==> config.mk <==
export PLATFORM = sky130hd
export DESIGN_NAME = contactless_tx_frame_timing
export DESIGN_NICKNAME = d
export VERILOG_FILES = /design/src/core/tx_frame_pkg.sv /design/src/core/byte_buffer.sv /design/src/core/contactless_tx_frame_timing.sv
export SDC_FILE = /design/constraint.sdc
export NUM_CORES = 1
export LEC_CHECK = 0
export BUFFER_PORTS_ARGS = -buffer_cell sky130_fd_sc_hd__buf_2
export CORE_UTILIZATION = 25
export CTS_CLUSTER_SIZE = 14
export DETAILED_ROUTE_END_ITERATION = 16
export GPL_TIMING_DRIVEN = 0
export SYNTH_ARGS = -nofsm -noshare
export SYNTH_HDL_FRONTEND = slang
export SYNTH_HIERARCHICAL = 1
export SYNTH_SLANG_ARGS = --single-unit
==> constraint.sdc <==
create_clock -name core_clk_in -period 7.2 [get_ports core_clk_in]
set_input_delay 0.36 -clock core_clk_in [delete_from_list [all_inputs] [get_ports core_clk_in]]
set_output_delay 0.36 -clock core_clk_in [all_outputs]
set_load 0.01 [all_outputs]
==> src/core/tx_frame_pkg.sv <==
package tx_frame_pkg;

    // Register offsets (bus address equals the printed offset)
    localparam logic [7:0] ADDR_BURST_LENGTH    = 8'h30;
    localparam logic [7:0] ADDR_TX_WAIT_CONTROL = 8'h31;
    localparam logic [7:0] ADDR_TX_WAIT_LOW     = 8'h32;
    localparam logic [7:0] ADDR_FRAME_CONTROL   = 8'h33;
    localparam logic [7:0] ADDR_RX_START_DETECT = 8'h34;
    localparam logic [7:0] ADDR_BURST_LEVEL     = 8'h3f;

    // Writable bit masks; the other bits are reserved
    localparam logic [7:0] MASK_BURST_LENGTH = 8'h77;
    localparam logic [7:0] MASK_FRAME_CONTROL = 8'hcf;

    // Reset values
    localparam logic [7:0] RST_BURST_LENGTH    = 8'h00;
    localparam logic [7:0] RST_TX_WAIT_CONTROL = 8'hc0;
    localparam logic [7:0] RST_TX_WAIT_LOW     = 8'h00;
    localparam logic [7:0] RST_FRAME_CONTROL   = 8'h00;

    // Field positions
    localparam int SECOND_BURST_LSB   = 4;
    localparam int FIRST_BURST_LSB    = 0;
    localparam int WAIT_ORIGIN_BIT    = 7;
    localparam int WAIT_UNIT_BIT      = 6;
    localparam int WAIT_UPPER_LSB     = 3;
    localparam int STOP_GUARD_LSB     = 0;
    localparam int TX_PARITY_BIT      = 7;
    localparam int RX_PARITY_BIT      = 6;
    localparam int STOP_SYMBOL_LSB    = 2;
    localparam int START_SYMBOL_LSB   = 0;
    localparam int SOF_IRQ_EN_BIT     = 5;
    localparam int SOF_SEEN_BIT       = 4;
    localparam int SUBC_IRQ_EN_BIT    = 2;
    localparam int SUBC_SEEN_BIT      = 1;

    // Timing: wait unit of 16 carrier periods at 13.56 MHz
    localparam int CLK_KHZ          = 100000;
    localparam int CARRIER_KHZ      = 13560;
    localparam int CARRIER_PERIODS  = 16;
    localparam int CARRIER16_CYCLES =
        (CARRIER_PERIODS * CLK_KHZ + CARRIER_KHZ - 1) / CARRIER_KHZ;

    typedef enum logic [3:0] {
        KIND_DATA    = 4'h0,
        KIND_PARITY  = 4'h1,
        KIND_SYMBOL0 = 4'h2,
        KIND_SYMBOL1 = 4'h3,
        KIND_SYMBOL2 = 4'h4,
        KIND_STOPBIT = 4'h5,
        KIND_GUARD   = 4'h6
    } sym_kind_t;

    // Burst bit count for a 3-bit length code
    function automatic logic [8:0] burst_bits(input logic [2:0] code);
        case (code)
            3'h0:    burst_bits = 9'h008;
            3'h1:    burst_bits = 9'h010;
            3'h2:    burst_bits = 9'h020;
            3'h3:    burst_bits = 9'h030;
            3'h4:    burst_bits = 9'h040;
            3'h5:    burst_bits = 9'h060;
            3'h6:    burst_bits = 9'h080;
            default: burst_bits = 9'h100;
        endcase
    endfunction

endpackage

==> src/core/byte_buffer.sv <==
`timescale 1ns/1ps
`default_nettype none
module byte_buffer #(
    parameter int WIDTH = 9,
    parameter int DEPTH = 2
) (
    input  wire logic             core_clk_in,
    input  wire logic             srst_in,
    input  wire logic [WIDTH-1:0] in_data_in,
    input  wire logic             in_valid_in,
    output logic                  in_ready_out,
    output logic [WIDTH-1:0]      out_data_out,
    output logic                  out_valid_out,
    input  wire logic             out_ready_in
);
    localparam int PW = (DEPTH > 1) ? $clog2(DEPTH) : 1;
    localparam int CW = $clog2(DEPTH + 1);

    typedef struct packed {
        logic [DEPTH-1:0][WIDTH-1:0] mem;
        logic [PW-1:0]               wr_ptr;
        logic [PW-1:0]               rd_ptr;
        logic [CW-1:0]               count;
    } buf_state_t;

    buf_state_t q;
    buf_state_t next_q;
    logic       push;
    logic       pop;

    assign in_ready_out  = (q.count != CW'(DEPTH));
    assign out_valid_out = (q.count != '0);
    assign out_data_out  = q.mem[q.rd_ptr];
    assign push = in_valid_in && in_ready_out;
    assign pop  = out_valid_out && out_ready_in;

    always_comb begin
        next_q = q;
        if (push) begin
            next_q.mem[q.wr_ptr] = in_data_in;
            next_q.wr_ptr = (q.wr_ptr == PW'(DEPTH - 1)) ? '0 : q.wr_ptr + 1'b1;
        end
        if (pop) begin
            next_q.rd_ptr = (q.rd_ptr == PW'(DEPTH - 1)) ? '0 : q.rd_ptr + 1'b1;
        end
        next_q.count = q.count + CW'(push) - CW'(pop);
    end

    always_ff @(posedge core_clk_in) begin
        if (srst_in) begin
            q <= '0;
        end else begin
            q <= next_q;
        end
    end
endmodule // byte_buffer
`default_nettype wire

==> src/core/contactless_tx_frame_timing.sv <==
// The implementer's own choice: the strobed register port.
`timescale 1ns/1ps
`default_nettype none
// Operation
// - Second symbol burst code picks 8..256 bits
// - First symbol burst code, same encoding
// - Burst is unmodulated at selected level
// - Wait origin: end of transmit or receive
// - Wait unit: 16 carrier periods or half-bit
// - Eleven-bit wait count, upper bits 5:3
// - Programmed wait, once loaded at its origin, holds off the next transmission
// - Stop field: stop-bit plus guard units
// - Transmit parity appended after each byte
// - Receive parity checked, never stored
// - Stop symbol selection
// - Start symbol selection
// - Frame-start detect raises enabled interrupt
// - Sticky frame-start flag until cleared
// - Subcarrier detect raises same interrupt
// - Sticky subcarrier flag until cleared
// - Live subcarrier status, unlatched
// - Wait control resets to 0xc0
module contactless_tx_frame_timing #(
    parameter int BITSTREAM_KHZ = 106
) (
    input  wire logic       core_clk_in,
    input  wire logic       srst_in,
    input  wire logic [7:0] reg_addr_in,
    input  wire logic [7:0] reg_wdata_in,
    input  wire logic       reg_write_in,
    input  wire logic       reg_read_in,
    output logic [7:0]      reg_rdata_out,
    input  wire logic [7:0] tx_byte_in,
    input  wire logic       tx_last_in,
    input  wire logic       tx_valid_in,
    output logic            tx_ready_out,
    output logic            tx_bit_out,
    output logic [3:0]      tx_kind_out,
    output logic            tx_sym_valid_out,
    input  wire logic       tx_sym_ready_in,
    input  wire logic       rx_end_in,
    input  wire logic [7:0] rx_byte_in,
    input  wire logic       rx_parity_in,
    input  wire logic       rx_byte_valid_in,
    output logic [7:0]      rx_fifo_data_out,
    output logic            rx_fifo_write_out,
    output logic            rx_parity_error_out,
    input  wire logic       rx_sof_in,
    input  wire logic       subcarrier_live_in,
    output logic            receive_frame_start_irq_out
);
    localparam int HALF_ETU_CYCLES =
        (tx_frame_pkg::CLK_KHZ + 2 * BITSTREAM_KHZ - 1) / (2 * BITSTREAM_KHZ);
    localparam logic [15:0] UNIT_CARRIER =
        16'(tx_frame_pkg::CARRIER16_CYCLES - 1);
    localparam logic [15:0] UNIT_HALF_ETU = 16'(HALF_ETU_CYCLES - 1);

    typedef enum logic [3:0] {
        ST_IDLE   = 4'h0,
        ST_START  = 4'h1,
        ST_DATA   = 4'h2,
        ST_PARITY = 4'h3,
        ST_GUARD  = 4'h4,
        ST_NEXT   = 4'h5,
        ST_STOP   = 4'h6,
        ST_END    = 4'h7
    } tx_state_t;

    typedef struct packed {
        logic [7:0]  burst_length;
        logic [7:0]  tx_wait_control;
        logic [7:0]  tx_wait_low;
        logic [7:0]  frame_control;
        logic        sof_irq_en;
        logic        sof_seen;
        logic        subcarrier_irq_en;
        logic        subcarrier_seen;
        logic        burst_level_control;
        logic [7:0]  rdata;
        tx_state_t   state;
        logic [8:0]  sym_cnt;
        logic [7:0]  shreg;
        logic        last;
        logic [10:0] wait_left;
        logic [15:0] unit_cnt;
        logic        sym_valid;
        logic        sym_bit;
        logic [3:0]  sym_kind;
        logic        subc_prev;
        logic        irq;
        logic [7:0]  rx_data;
        logic        rx_we;
        logic        rx_perr;
    } frame_state_t;

    frame_state_t q;
    frame_state_t next_q;

    logic [8:0]  buf_out;
    logic        buf_valid;
    logic        buf_pop;
    logic        adv;
    logic [2:0]  stop_guard_length;
    logic [1:0]  start_sel;
    logic [1:0]  stop_sel;
    logic [10:0] guard_wait_count;
    logic        transmit_parity_enable;
    logic        receive_parity_enable;
    logic [8:0]  first_len;
    logic [8:0]  second_len;

    byte_buffer #(
        .WIDTH (9),
        .DEPTH (2)
    ) u_buf (
        .core_clk_in   (core_clk_in),
        .srst_in       (srst_in),
        .in_data_in    ({tx_last_in, tx_byte_in}),
        .in_valid_in   (tx_valid_in),
        .in_ready_out  (tx_ready_out),
        .out_data_out  (buf_out),
        .out_valid_out (buf_valid),
        .out_ready_in  (buf_pop)
    );

    assign stop_guard_length = q.tx_wait_control[2:0];
    assign guard_wait_count  = {q.tx_wait_control[5:3], q.tx_wait_low};
    assign start_sel = q.frame_control[tx_frame_pkg::START_SYMBOL_LSB +: 2];
    assign stop_sel  = q.frame_control[tx_frame_pkg::STOP_SYMBOL_LSB +: 2];
    assign transmit_parity_enable =
        q.frame_control[tx_frame_pkg::TX_PARITY_BIT];
    assign receive_parity_enable =
        q.frame_control[tx_frame_pkg::RX_PARITY_BIT];
    assign first_len = tx_frame_pkg::burst_bits(
        q.burst_length[tx_frame_pkg::FIRST_BURST_LSB +: 3]);
    assign second_len = tx_frame_pkg::burst_bits(
        q.burst_length[tx_frame_pkg::SECOND_BURST_LSB +: 3]);
    // A new symbol may be loaded once the current one has been taken
    assign adv = !q.sym_valid || tx_sym_ready_in;
    assign buf_pop = adv && buf_valid &&
        ((q.state == ST_IDLE && q.wait_left == '0) ||
         (q.state == ST_NEXT && !q.last));

    assign tx_bit_out       = q.sym_bit;
    assign tx_kind_out      = q.sym_kind;
    assign tx_sym_valid_out = q.sym_valid;
    assign reg_rdata_out    = q.rdata;
    assign rx_fifo_data_out = q.rx_data;
    assign rx_fifo_write_out = q.rx_we;
    assign rx_parity_error_out = q.rx_perr;
    assign receive_frame_start_irq_out = q.irq;

    always_comb begin
        logic [1:0] sel;
        logic [8:0] len;
        logic       to_next;
        sel = (q.state == ST_STOP) ? stop_sel : start_sel;
        len = (sel == 2'h1) ? first_len : second_len;
        to_next = 1'b0;
        next_q = q;
        next_q.rdata = 8'h00;
        next_q.rx_we = 1'b0;
        next_q.irq = 1'b0;
        next_q.subc_prev = subcarrier_live_in;
        if (adv) begin
            next_q.sym_valid = 1'b0;
        end

        // Register writes
        if (reg_write_in) begin
            case (reg_addr_in)
                tx_frame_pkg::ADDR_BURST_LENGTH:
                    next_q.burst_length =
                        reg_wdata_in & tx_frame_pkg::MASK_BURST_LENGTH;
                tx_frame_pkg::ADDR_TX_WAIT_CONTROL:
                    next_q.tx_wait_control = reg_wdata_in;
                tx_frame_pkg::ADDR_TX_WAIT_LOW:
                    next_q.tx_wait_low = reg_wdata_in;
                tx_frame_pkg::ADDR_FRAME_CONTROL:
                    next_q.frame_control =
                        reg_wdata_in & tx_frame_pkg::MASK_FRAME_CONTROL;
                tx_frame_pkg::ADDR_RX_START_DETECT: begin
                    next_q.sof_irq_en =
                        reg_wdata_in[tx_frame_pkg::SOF_IRQ_EN_BIT];
                    next_q.subcarrier_irq_en =
                        reg_wdata_in[tx_frame_pkg::SUBC_IRQ_EN_BIT];
                    // Writing zero clears a sticky flag; one leaves it
                    if (!reg_wdata_in[tx_frame_pkg::SOF_SEEN_BIT]) begin
                        next_q.sof_seen = 1'b0;
                    end
                    if (!reg_wdata_in[tx_frame_pkg::SUBC_SEEN_BIT]) begin
                        next_q.subcarrier_seen = 1'b0;
                    end
                end
                tx_frame_pkg::ADDR_BURST_LEVEL:
                    next_q.burst_level_control = reg_wdata_in[0];
                default: ;
            endcase
        end

        // Register reads; unmapped addresses return zero
        if (reg_read_in) begin
            case (reg_addr_in)
                tx_frame_pkg::ADDR_BURST_LENGTH:
                    next_q.rdata = q.burst_length;
                tx_frame_pkg::ADDR_TX_WAIT_CONTROL:
                    next_q.rdata = q.tx_wait_control;
                tx_frame_pkg::ADDR_TX_WAIT_LOW:
                    next_q.rdata = q.tx_wait_low;
                tx_frame_pkg::ADDR_FRAME_CONTROL:
                    next_q.rdata = q.frame_control;
                tx_frame_pkg::ADDR_RX_START_DETECT:
                    next_q.rdata = {2'b00, q.sof_irq_en, q.sof_seen, 1'b0,
                        q.subcarrier_irq_en, q.subcarrier_seen,
                        subcarrier_live_in};
                tx_frame_pkg::ADDR_BURST_LEVEL:
                    next_q.rdata = {7'h00, q.burst_level_control};
                default:
                    next_q.rdata = 8'h00;
            endcase
        end

        // Detection events; set beats a clear written in the same cycle
        if (rx_sof_in) begin
            next_q.sof_seen = 1'b1;
        end
        if (subcarrier_live_in) begin
            next_q.subcarrier_seen = 1'b1;
        end
        next_q.irq = (rx_sof_in && q.sof_irq_en) ||
            (subcarrier_live_in && !q.subc_prev &&
             q.subcarrier_irq_en);

        // Receive parity: parity is checked, only the byte goes onward
        if (rx_byte_valid_in) begin
            next_q.rx_we = 1'b1;
            next_q.rx_data = rx_byte_in;
            next_q.rx_perr = receive_parity_enable &&
                ((^rx_byte_in) == rx_parity_in);
        end

        // Guard wait countdown in the selected unit
        if (q.wait_left != '0) begin
            if (q.unit_cnt == '0) begin
                next_q.wait_left = q.wait_left - 11'h001;
                next_q.unit_cnt = q.tx_wait_control[tx_frame_pkg::WAIT_UNIT_BIT]
                    ? UNIT_HALF_ETU : UNIT_CARRIER;
            end else begin
                next_q.unit_cnt = q.unit_cnt - 16'h0001;
            end
        end
        if (rx_end_in &&
            q.tx_wait_control[tx_frame_pkg::WAIT_ORIGIN_BIT]) begin
            next_q.wait_left = guard_wait_count;
            next_q.unit_cnt = q.tx_wait_control[tx_frame_pkg::WAIT_UNIT_BIT]
                ? UNIT_HALF_ETU : UNIT_CARRIER;
        end

        // Transmit sequencer
        case (q.state)
            ST_IDLE: begin
                if (buf_pop) begin
                    next_q.shreg = buf_out[7:0];
                    next_q.last = buf_out[8];
                    next_q.sym_cnt = '0;
                    next_q.state = (start_sel != 2'h0) ? ST_START : ST_DATA;
                end
            end
            ST_START, ST_STOP: begin
                if (adv) begin
                    next_q.sym_valid = 1'b1;
                    next_q.sym_bit = q.burst_level_control;
                    next_q.sym_cnt = q.sym_cnt + 9'h001;
                    case (sel)
                        2'h1: next_q.sym_kind = tx_frame_pkg::KIND_SYMBOL0;
                        2'h2: next_q.sym_kind = tx_frame_pkg::KIND_SYMBOL1;
                        default: next_q.sym_kind = tx_frame_pkg::KIND_SYMBOL2;
                    endcase
                    if (sel == 2'h3 || q.sym_cnt == len - 9'h001) begin
                        next_q.sym_cnt = '0;
                        next_q.state = (q.state == ST_START) ? ST_DATA : ST_END;
                    end
                end
            end
            ST_DATA: begin
                if (adv) begin
                    next_q.sym_valid = 1'b1;
                    next_q.sym_kind = tx_frame_pkg::KIND_DATA;
                    next_q.sym_bit = q.shreg[q.sym_cnt[2:0]];
                    next_q.sym_cnt = q.sym_cnt + 9'h001;
                    if (q.sym_cnt == 9'h007) begin
                        next_q.sym_cnt = '0;
                        if (transmit_parity_enable) begin
                            next_q.state = ST_PARITY;
                        end else begin
                            to_next = 1'b1;
                        end
                    end
                end
            end
            ST_PARITY: begin
                if (adv) begin
                    next_q.sym_valid = 1'b1;
                    next_q.sym_kind = tx_frame_pkg::KIND_PARITY;
                    next_q.sym_bit = ~^q.shreg;
                    to_next = 1'b1;
                end
            end
            ST_GUARD: begin
                if (adv) begin
                    next_q.sym_valid = 1'b1;
                    next_q.sym_bit = 1'b1;
                    next_q.sym_kind = (q.sym_cnt == '0) ?
                        tx_frame_pkg::KIND_STOPBIT : tx_frame_pkg::KIND_GUARD;
                    next_q.sym_cnt = q.sym_cnt + 9'h001;
                    if (q.sym_cnt == {6'h00, stop_guard_length} - 9'h001) begin
                        next_q.sym_cnt = '0;
                        next_q.state = ST_NEXT;
                    end
                end
            end
            ST_NEXT: begin
                if (q.last) begin
                    next_q.state = (stop_sel != 2'h0) ? ST_STOP : ST_END;
                end else if (buf_pop) begin
                    next_q.shreg = buf_out[7:0];
                    next_q.last = buf_out[8];
                    next_q.state = ST_DATA;
                end
            end
            ST_END: begin
                // Frame ends when the final symbol has been taken
                if (adv) begin
                    next_q.state = ST_IDLE;
                    if (!q.tx_wait_control[tx_frame_pkg::WAIT_ORIGIN_BIT]) begin
                        next_q.wait_left = guard_wait_count;
                        next_q.unit_cnt =
                            q.tx_wait_control[tx_frame_pkg::WAIT_UNIT_BIT]
                            ? UNIT_HALF_ETU : UNIT_CARRIER;
                    end
                end
            end
            default: next_q.state = ST_IDLE;
        endcase
        if (to_next) begin
            next_q.state = (stop_guard_length != 3'h0) ? ST_GUARD : ST_NEXT;
        end
    end

    always_ff @(posedge core_clk_in) begin
        if (srst_in) begin
            q <= '0;
            q.state <= ST_IDLE;
            q.burst_length <= tx_frame_pkg::RST_BURST_LENGTH;
            q.tx_wait_control <= tx_frame_pkg::RST_TX_WAIT_CONTROL;
            q.tx_wait_low <= tx_frame_pkg::RST_TX_WAIT_LOW;
            q.frame_control <= tx_frame_pkg::RST_FRAME_CONTROL;
        end else begin
            q <= next_q;
        end
    end
endmodule // contactless_tx_frame_timing
`default_nettype wire

* Word-level counts from Yosys, hierarchy flattened
Index checks and enable logic that the tools add are counted.
Word-level totals: word-level logic and storage cells 214, register bits 130, output and inout port bits 26
Operators by class: bitwise operators 1, $add $sub $neg 9, muxes and demuxes 64, reduce and logical (&&, ||, !) cells 54, eq/ne operators 53, $lt $le $gt $ge 4
Operators with widths (count):
- 27-bit two-way mux | 5
- 9-bit case mux with 7 select lines | 2
- 13-bit two-way mux | 6
- 9-bit two-way mux | 7
- 8-bit by 6-bit == test with 1-bit output, second input constant | 6
- 8-bit case mux with 6 select lines | 1
- 9-bit case mux with 4 select lines | 1
- 4-bit case mux with 7 select lines | 1
- 4-bit two-way mux | 6
- 6-bit two-way mux | 4
- 3-bit != test, second input constant | 8
- 6-bit case mux with 4 select lines | 1
- 22-bit two-way mux | 1
- 18-bit bitwise mux | 1
- 3-bit == test, second input constant | 6
- 9-bit == test | 2
- 9-bit case mux with 2 select lines | 1
- 4-bit by 3-bit == test with 1-bit output, second input constant | 4
- 16-bit zero test | 1
- 16-bit two-way mux | 1
- 2-bit nonzero test | 8
- 16-bit by 1-bit subtractor with 16-bit output, second input constant | 1
- 1-bit two-way mux | 15
- 2-bit != test, second input constant | 7
- other kinds (47) | 89

* Logic depth before layout (Yosys ltp)
word-level depth 11, mapped depth 21

* By module
Netlist, hierarchy kept.
Modules (own cells, without submodules):
- contactless_tx_frame_timing | cells each 714, area an instance 5900.7 um^2, times used 1
- byte_buffer | cells each 123, area an instance 1118.6 um^2, times used 1

* Worst setup path before layout
No wires, ideal clock.
path kind register to register, from register q[65] (netlist name), to register q[65] (netlist name), arrival 4.064 ns, required time 7.121 ns, cell stages (with the launch flop) 21, clock period less this slack 4.143 ns, path slack 3.057 ns, cell sequence dfxtp_1 -> clkbuf_1 -> inv_1 -> nor2_1 -> nand2_1 -> mux2_2 -> inv_1 -> ha_1 -> buf_2 -> nor4_1 -> a21oi_1 -> ha_1 -> xnor2_1 -> or3_1 -> a2111oi_2 -> a41o_1 -> o22ai_2 -> and3b_1 -> buf_6 -> or3_4 -> o211ai_1
Between the ends: word-level cells in the longest chain between the ends 9, elaborated cells between the ends (all ways) 38, classes of those cells add/sub (1); eq/ne (21); mux (8); reduce/logical (8)
RTL lines:
- from (decl) | RTL line contactless_tx_frame_timing.sv:96 | frame_state_t q;
- from (signal assigned) | RTL line contactless_tx_frame_timing.sv:359 | q <= next_q;
- 4-bit by 3-bit == test with 1-bit output | RTL line contactless_tx_frame_timing.sv:157, contactless_tx_frame_timing.sv:260
- 2-bit two-way mux | RTL line contactless_tx_frame_timing.sv:157 | sel = (q.state == ST_STOP) ? stop_sel : start_sel;
- 2-bit by 1-bit == test with 1-bit output | RTL line contactless_tx_frame_timing.sv:158 | len = (sel == 2'h1) ? first_len : second_len;
- 9-bit two-way mux | RTL line contactless_tx_frame_timing.sv:158
- 9-bit by 1-bit subtractor with 9-bit output | RTL line contactless_tx_frame_timing.sv:279 | if (sel == 2'h3 || q.sym_cnt == len - 9'h001) begin
- 9-bit == test | RTL line contactless_tx_frame_timing.sv:279
- 1-bit logical OR | RTL line contactless_tx_frame_timing.sv:279
- 3-bit != test (no line)
- 11-bit AND reduction (no line)
Several ways; a longest one is shown, not always the timed one. The select of a mux whose other input is x is not followed. A chain may end at the register's enable or synchronous reset.

* Final worst setup path
from register q[65] (netlist name), to register q[63] (netlist name)
Same word-level chain as after synthesis.

==> flow_summary.yaml <==
critical_path:
  ff2ff_setup_slack_ps: 2270
  worstReg2RegEnd: "q[63]"
  cells_along_the_critical_path: "clkbuf_1, inv_1, nor2_1, nand2_1, mux2_2, inv_1, ha_1, buf_2, nor4_1, a21oi_1, ha_1, xnor2_1, or3_1, a2111oi_2, a41o_1, o22ai_2, and3b_1, buf_6, buf_2, a311oi_1, o21ai_1"
  delay_contributed_by_the_slowest_stage_of_the_critical_path_ps: 380
  critPathArrivalTime_ps: 5220
  required_ps: 7490
  timing.critical_path.from_type: "flop"
  crit_family: "compound AO/OA/AOI/OAI gates"
  worstPathMaxFanout: 10
  slowest_stage: "or3_1"
  critPathBufInv: 6
  path_depth_of_the_worst_reg2reg_path: 21
  worstSetupPathType: "reg -> reg"
  setup.worst_path.end_class: "flop"
  crit-reg2reg-launch: "q[65]"
timing:
  rsz_0062_raised_after_global_routing: "no"
  fmaxAchievable_mhz: 203
  timing.final.max_slew_violations: 0
  final.min_clock_period_ps: 4930
  layout_worst_path_cycle_share_pct: 68.5
  slew-limit-headroom_pct: 23.7
  setup_viol_count_final: 0
  final_hold_viol_count: 0
  finalClockSkew_ps: 20.0
  totalNegativeSetupSlack_ps: 0
  worst_slew_pin_slew_ps: 1140
  fin_worst_hold_slack_ps: 166
drt:
  post_detailed_route_count_of_antenna_violating_nets: 0
  via_density_per_instance: 4.89
  detailed_route_iter0_violations: 520
  routed_wirelength_mm: 19.3
  drtPass1Iterations: 5
  avgRoutedWirePerCell_microns: 14.8
  detailroute.via_count: 6389
  detail_route.drc_violations: 0
outcome:
  outcome: "completed"
layout:
  total_number_of_nets_in_the_final_design: 977
  layout.core_utilization_pct: 30.8
  antenna_cells_inserted: 0
  ff_latch_area_sq_um: 2560
  final_layout_size_suffix_gt1_share_pct: 18.3
  area_growth_syn_to_fin_pct: 19.5
  final_area_sq_um: 8390
  nFillCells: 2924
  multiInputGateArea_sq_um: 3970
placement:
  io_buffer_count: 66
  gp_routability_congestion: 0.848
  hpwl_mm: 14.1
  postPlaceCellArea_sq_um: 7820
power:
  pwr_density_cell_nw_per_um2: 229
  total_leakage_power_nw: 3.32
  power_mw: 1.92
  vdd.ir_drop.worst_mv: 0.141
die:
  start_util_pct: 25.8
  die_footprint_sq_um: 28800
  std_cell_rows: 60
  fp.coreArea_sq_um: 27300
  die_x_microns: 170
  die_height_microns: 170
  pin_count: 70
synth:
  synth.net_count: 892
  syn_avg_cell_area_sq_um: 8.39
  yosysSeqAreaShare_pct: 36.5
  synth_cell_types: 77
  yosysTopAreaCell: "dfxtp_1"
  post_synth_edffs: 0
  postSynth.topFlopCell: "dfxtp_1"
  async_reset_ff_share_pct: 0
  synth_cells: 837
  count_of_state_elements_after_synthesis: 128
  yosys_warnings: 6
  synth_commonest_cells: "128 x dfxtp_1, 108 x nor2_1, 63 x nand2_1, 62 x a21oi_1, 40 x mux2i_1"
  synth.area.top_cells: "dfxtp_1 37%, nor2_1 5.8%, mux2i_1 5.7%, a21oi_1 4.4%, nand2_1 3.4%"
  most_numerous_cell_in_the_yosys_netlist: "dfxtp_1"
  syn_area_sq_um: 7020
  synth_top_area_share_pct: 36.5
grt:
  grt_antenna_before_repair: 0
  global_route_usage_sum_pct: 13.9
  number_of_global_route_vias_before_repair: 6190
  grt_max_degree: 17
  total_gr_overflow: 0
  grt_pass1_wl_mm: 31.9
min_path:
  hold_path_sink: "u_buf/q[0]"
  worst_hold_path_type: "in -> reg"
  hold_path_startpoint: "srst_in"
  hold-path-cell-count: 2
cts:
  cts_tree: "built"
  clock_insertion_delay_worst_skew_ps: 430
  cts_htree_levels: 4
  cts_made_buffers: 17
  cts_resized: 0
  cts_root_buffer: "clkbuf_16"
  cts_num_sinks: 128
  clk_pin_slew_ps: 60
  cts_setup_buffers: 0
  cts_hold_repair.buffers: 0
  cts_max_path_buffers: 2
flow_run:
  timing.max_cap.violations: 0
## sequential cells by signal, indices dropped and copies added (netlist names)
name and cells:
receive_frame_start_irq_out 1, rx_fifo_data_out 8, tx_sym_valid_out 1, u_buf/q 22, q 71, tx_bit_out 1
tx_kind_out 3, rx_fifo_write_out 1, guard_wait_count 11, reg_rdata_out 8, rx_parity_error_out 1
## through the flow
stage | cells | worst slack, ps
floorplan | 837 | 3060
global placement | 1275 | 2330
detailed placement | 1275 | 2340
CTS | 1307 | 2310
global route | 1307 | 1750
finish | 1307 | 2270
## worst reg2reg max path, stage by stage, from the launching register on
cell	delay, ps
dfxtp_1	320
clkbuf_1	340
inv_1	250
nor2_1	290
nand2_1	150
mux2_2	340
inv_1	60
ha_1	160
buf_2	220
nor4_1	70
a21oi_1	310
ha_1	310
xnor2_1	130
or3_1	380
a2111oi_2	220
a41o_1	170
o22ai_2	110
and3b_1	200
buf_6	130
buf_2	190
a311oi_1	300
o21ai_1	140
## cell usage in the layout, fill, tap and decap left out, types with 4 or more instances in the layout
master	n
a21oi_1	62
inv_1	23
nor3_1	25
buf_1	5
mux2_2	12
clkbuf_16	17
and3_1	4
a211oi_1	8
nor2_1	108
clkbuf_1	29
o21ai_0	21
or4_1	4
mux4_2	5
nand2b_1	6
a22oi_1	13
xnor2_1	27
nor2b_1	10
o21ai_1	8
nand2_1	63
o22ai_1	4
a31oi_1	5
o31ai_1	20
or3_1	10
clkinvlp_4	4
nor4_1	8
inv_6	5
buf_2	77
dfxtp_1	128
mux2i_1	40
nand4b_1	4
o211ai_1	12
xor2_1	15
nand3_1	32
buf_4	21
ha_1	11
nand4_1	21
## area by class of cell
cell class	count	area share (%)
Multi-Input combinational cell	613	47.3
Clock buffer	18	5.11
Clock inverter	14	1.74
Timing Repair Buffer	66	3.94
Tap cell	372	5.55
Sequential cell	128	30.5
Buffer	69	4.59
Inverter	27	1.21
## where the power goes
part           switching [mW]  leakage (nW)  internal (mW)
Clock                   0.358         0.270          0.487
Combinational           0.189          2.01          0.117
Sequential             0.0260          1.04          0.740
## worst max-delay path by stage
stage	startpoint	cells past startpoint	endpoint
floorplan	q[65]	20	q[65]
finish	q[65]	21	q[63]
global placement	q[65]	21	q[63]
CTS	q[65]	21	q[63]
detailed placement	q[65]	21	q[63]
global route	q[65]	21	q[63]
## layer usage
metal	global-route usage (%)	vias up	routed length (microns)
met1	18.7	3030	9380
met4	4.19	0	235
met3	3.43	20	1120
li1	-	3158	-
met5	0	-	0
met2	21.8	181	8560
## kinds of logic after synthesis
group / Yosys count / synth area share, %
AOI/OAI and AO/OA: 180 / 16.8
xor gates and xnor gates: 42 / 5.24
and+or+nand+nor: 321 / 22.9
muxes: 58 / 9.61
DFF: 128 / 36.5
other: 1 / 0.0534
adders and majority gates: 11 / 1.96
buffers and inverters: 96 / 6.93
Note: power is estimated with default switching activity, not from simulation.
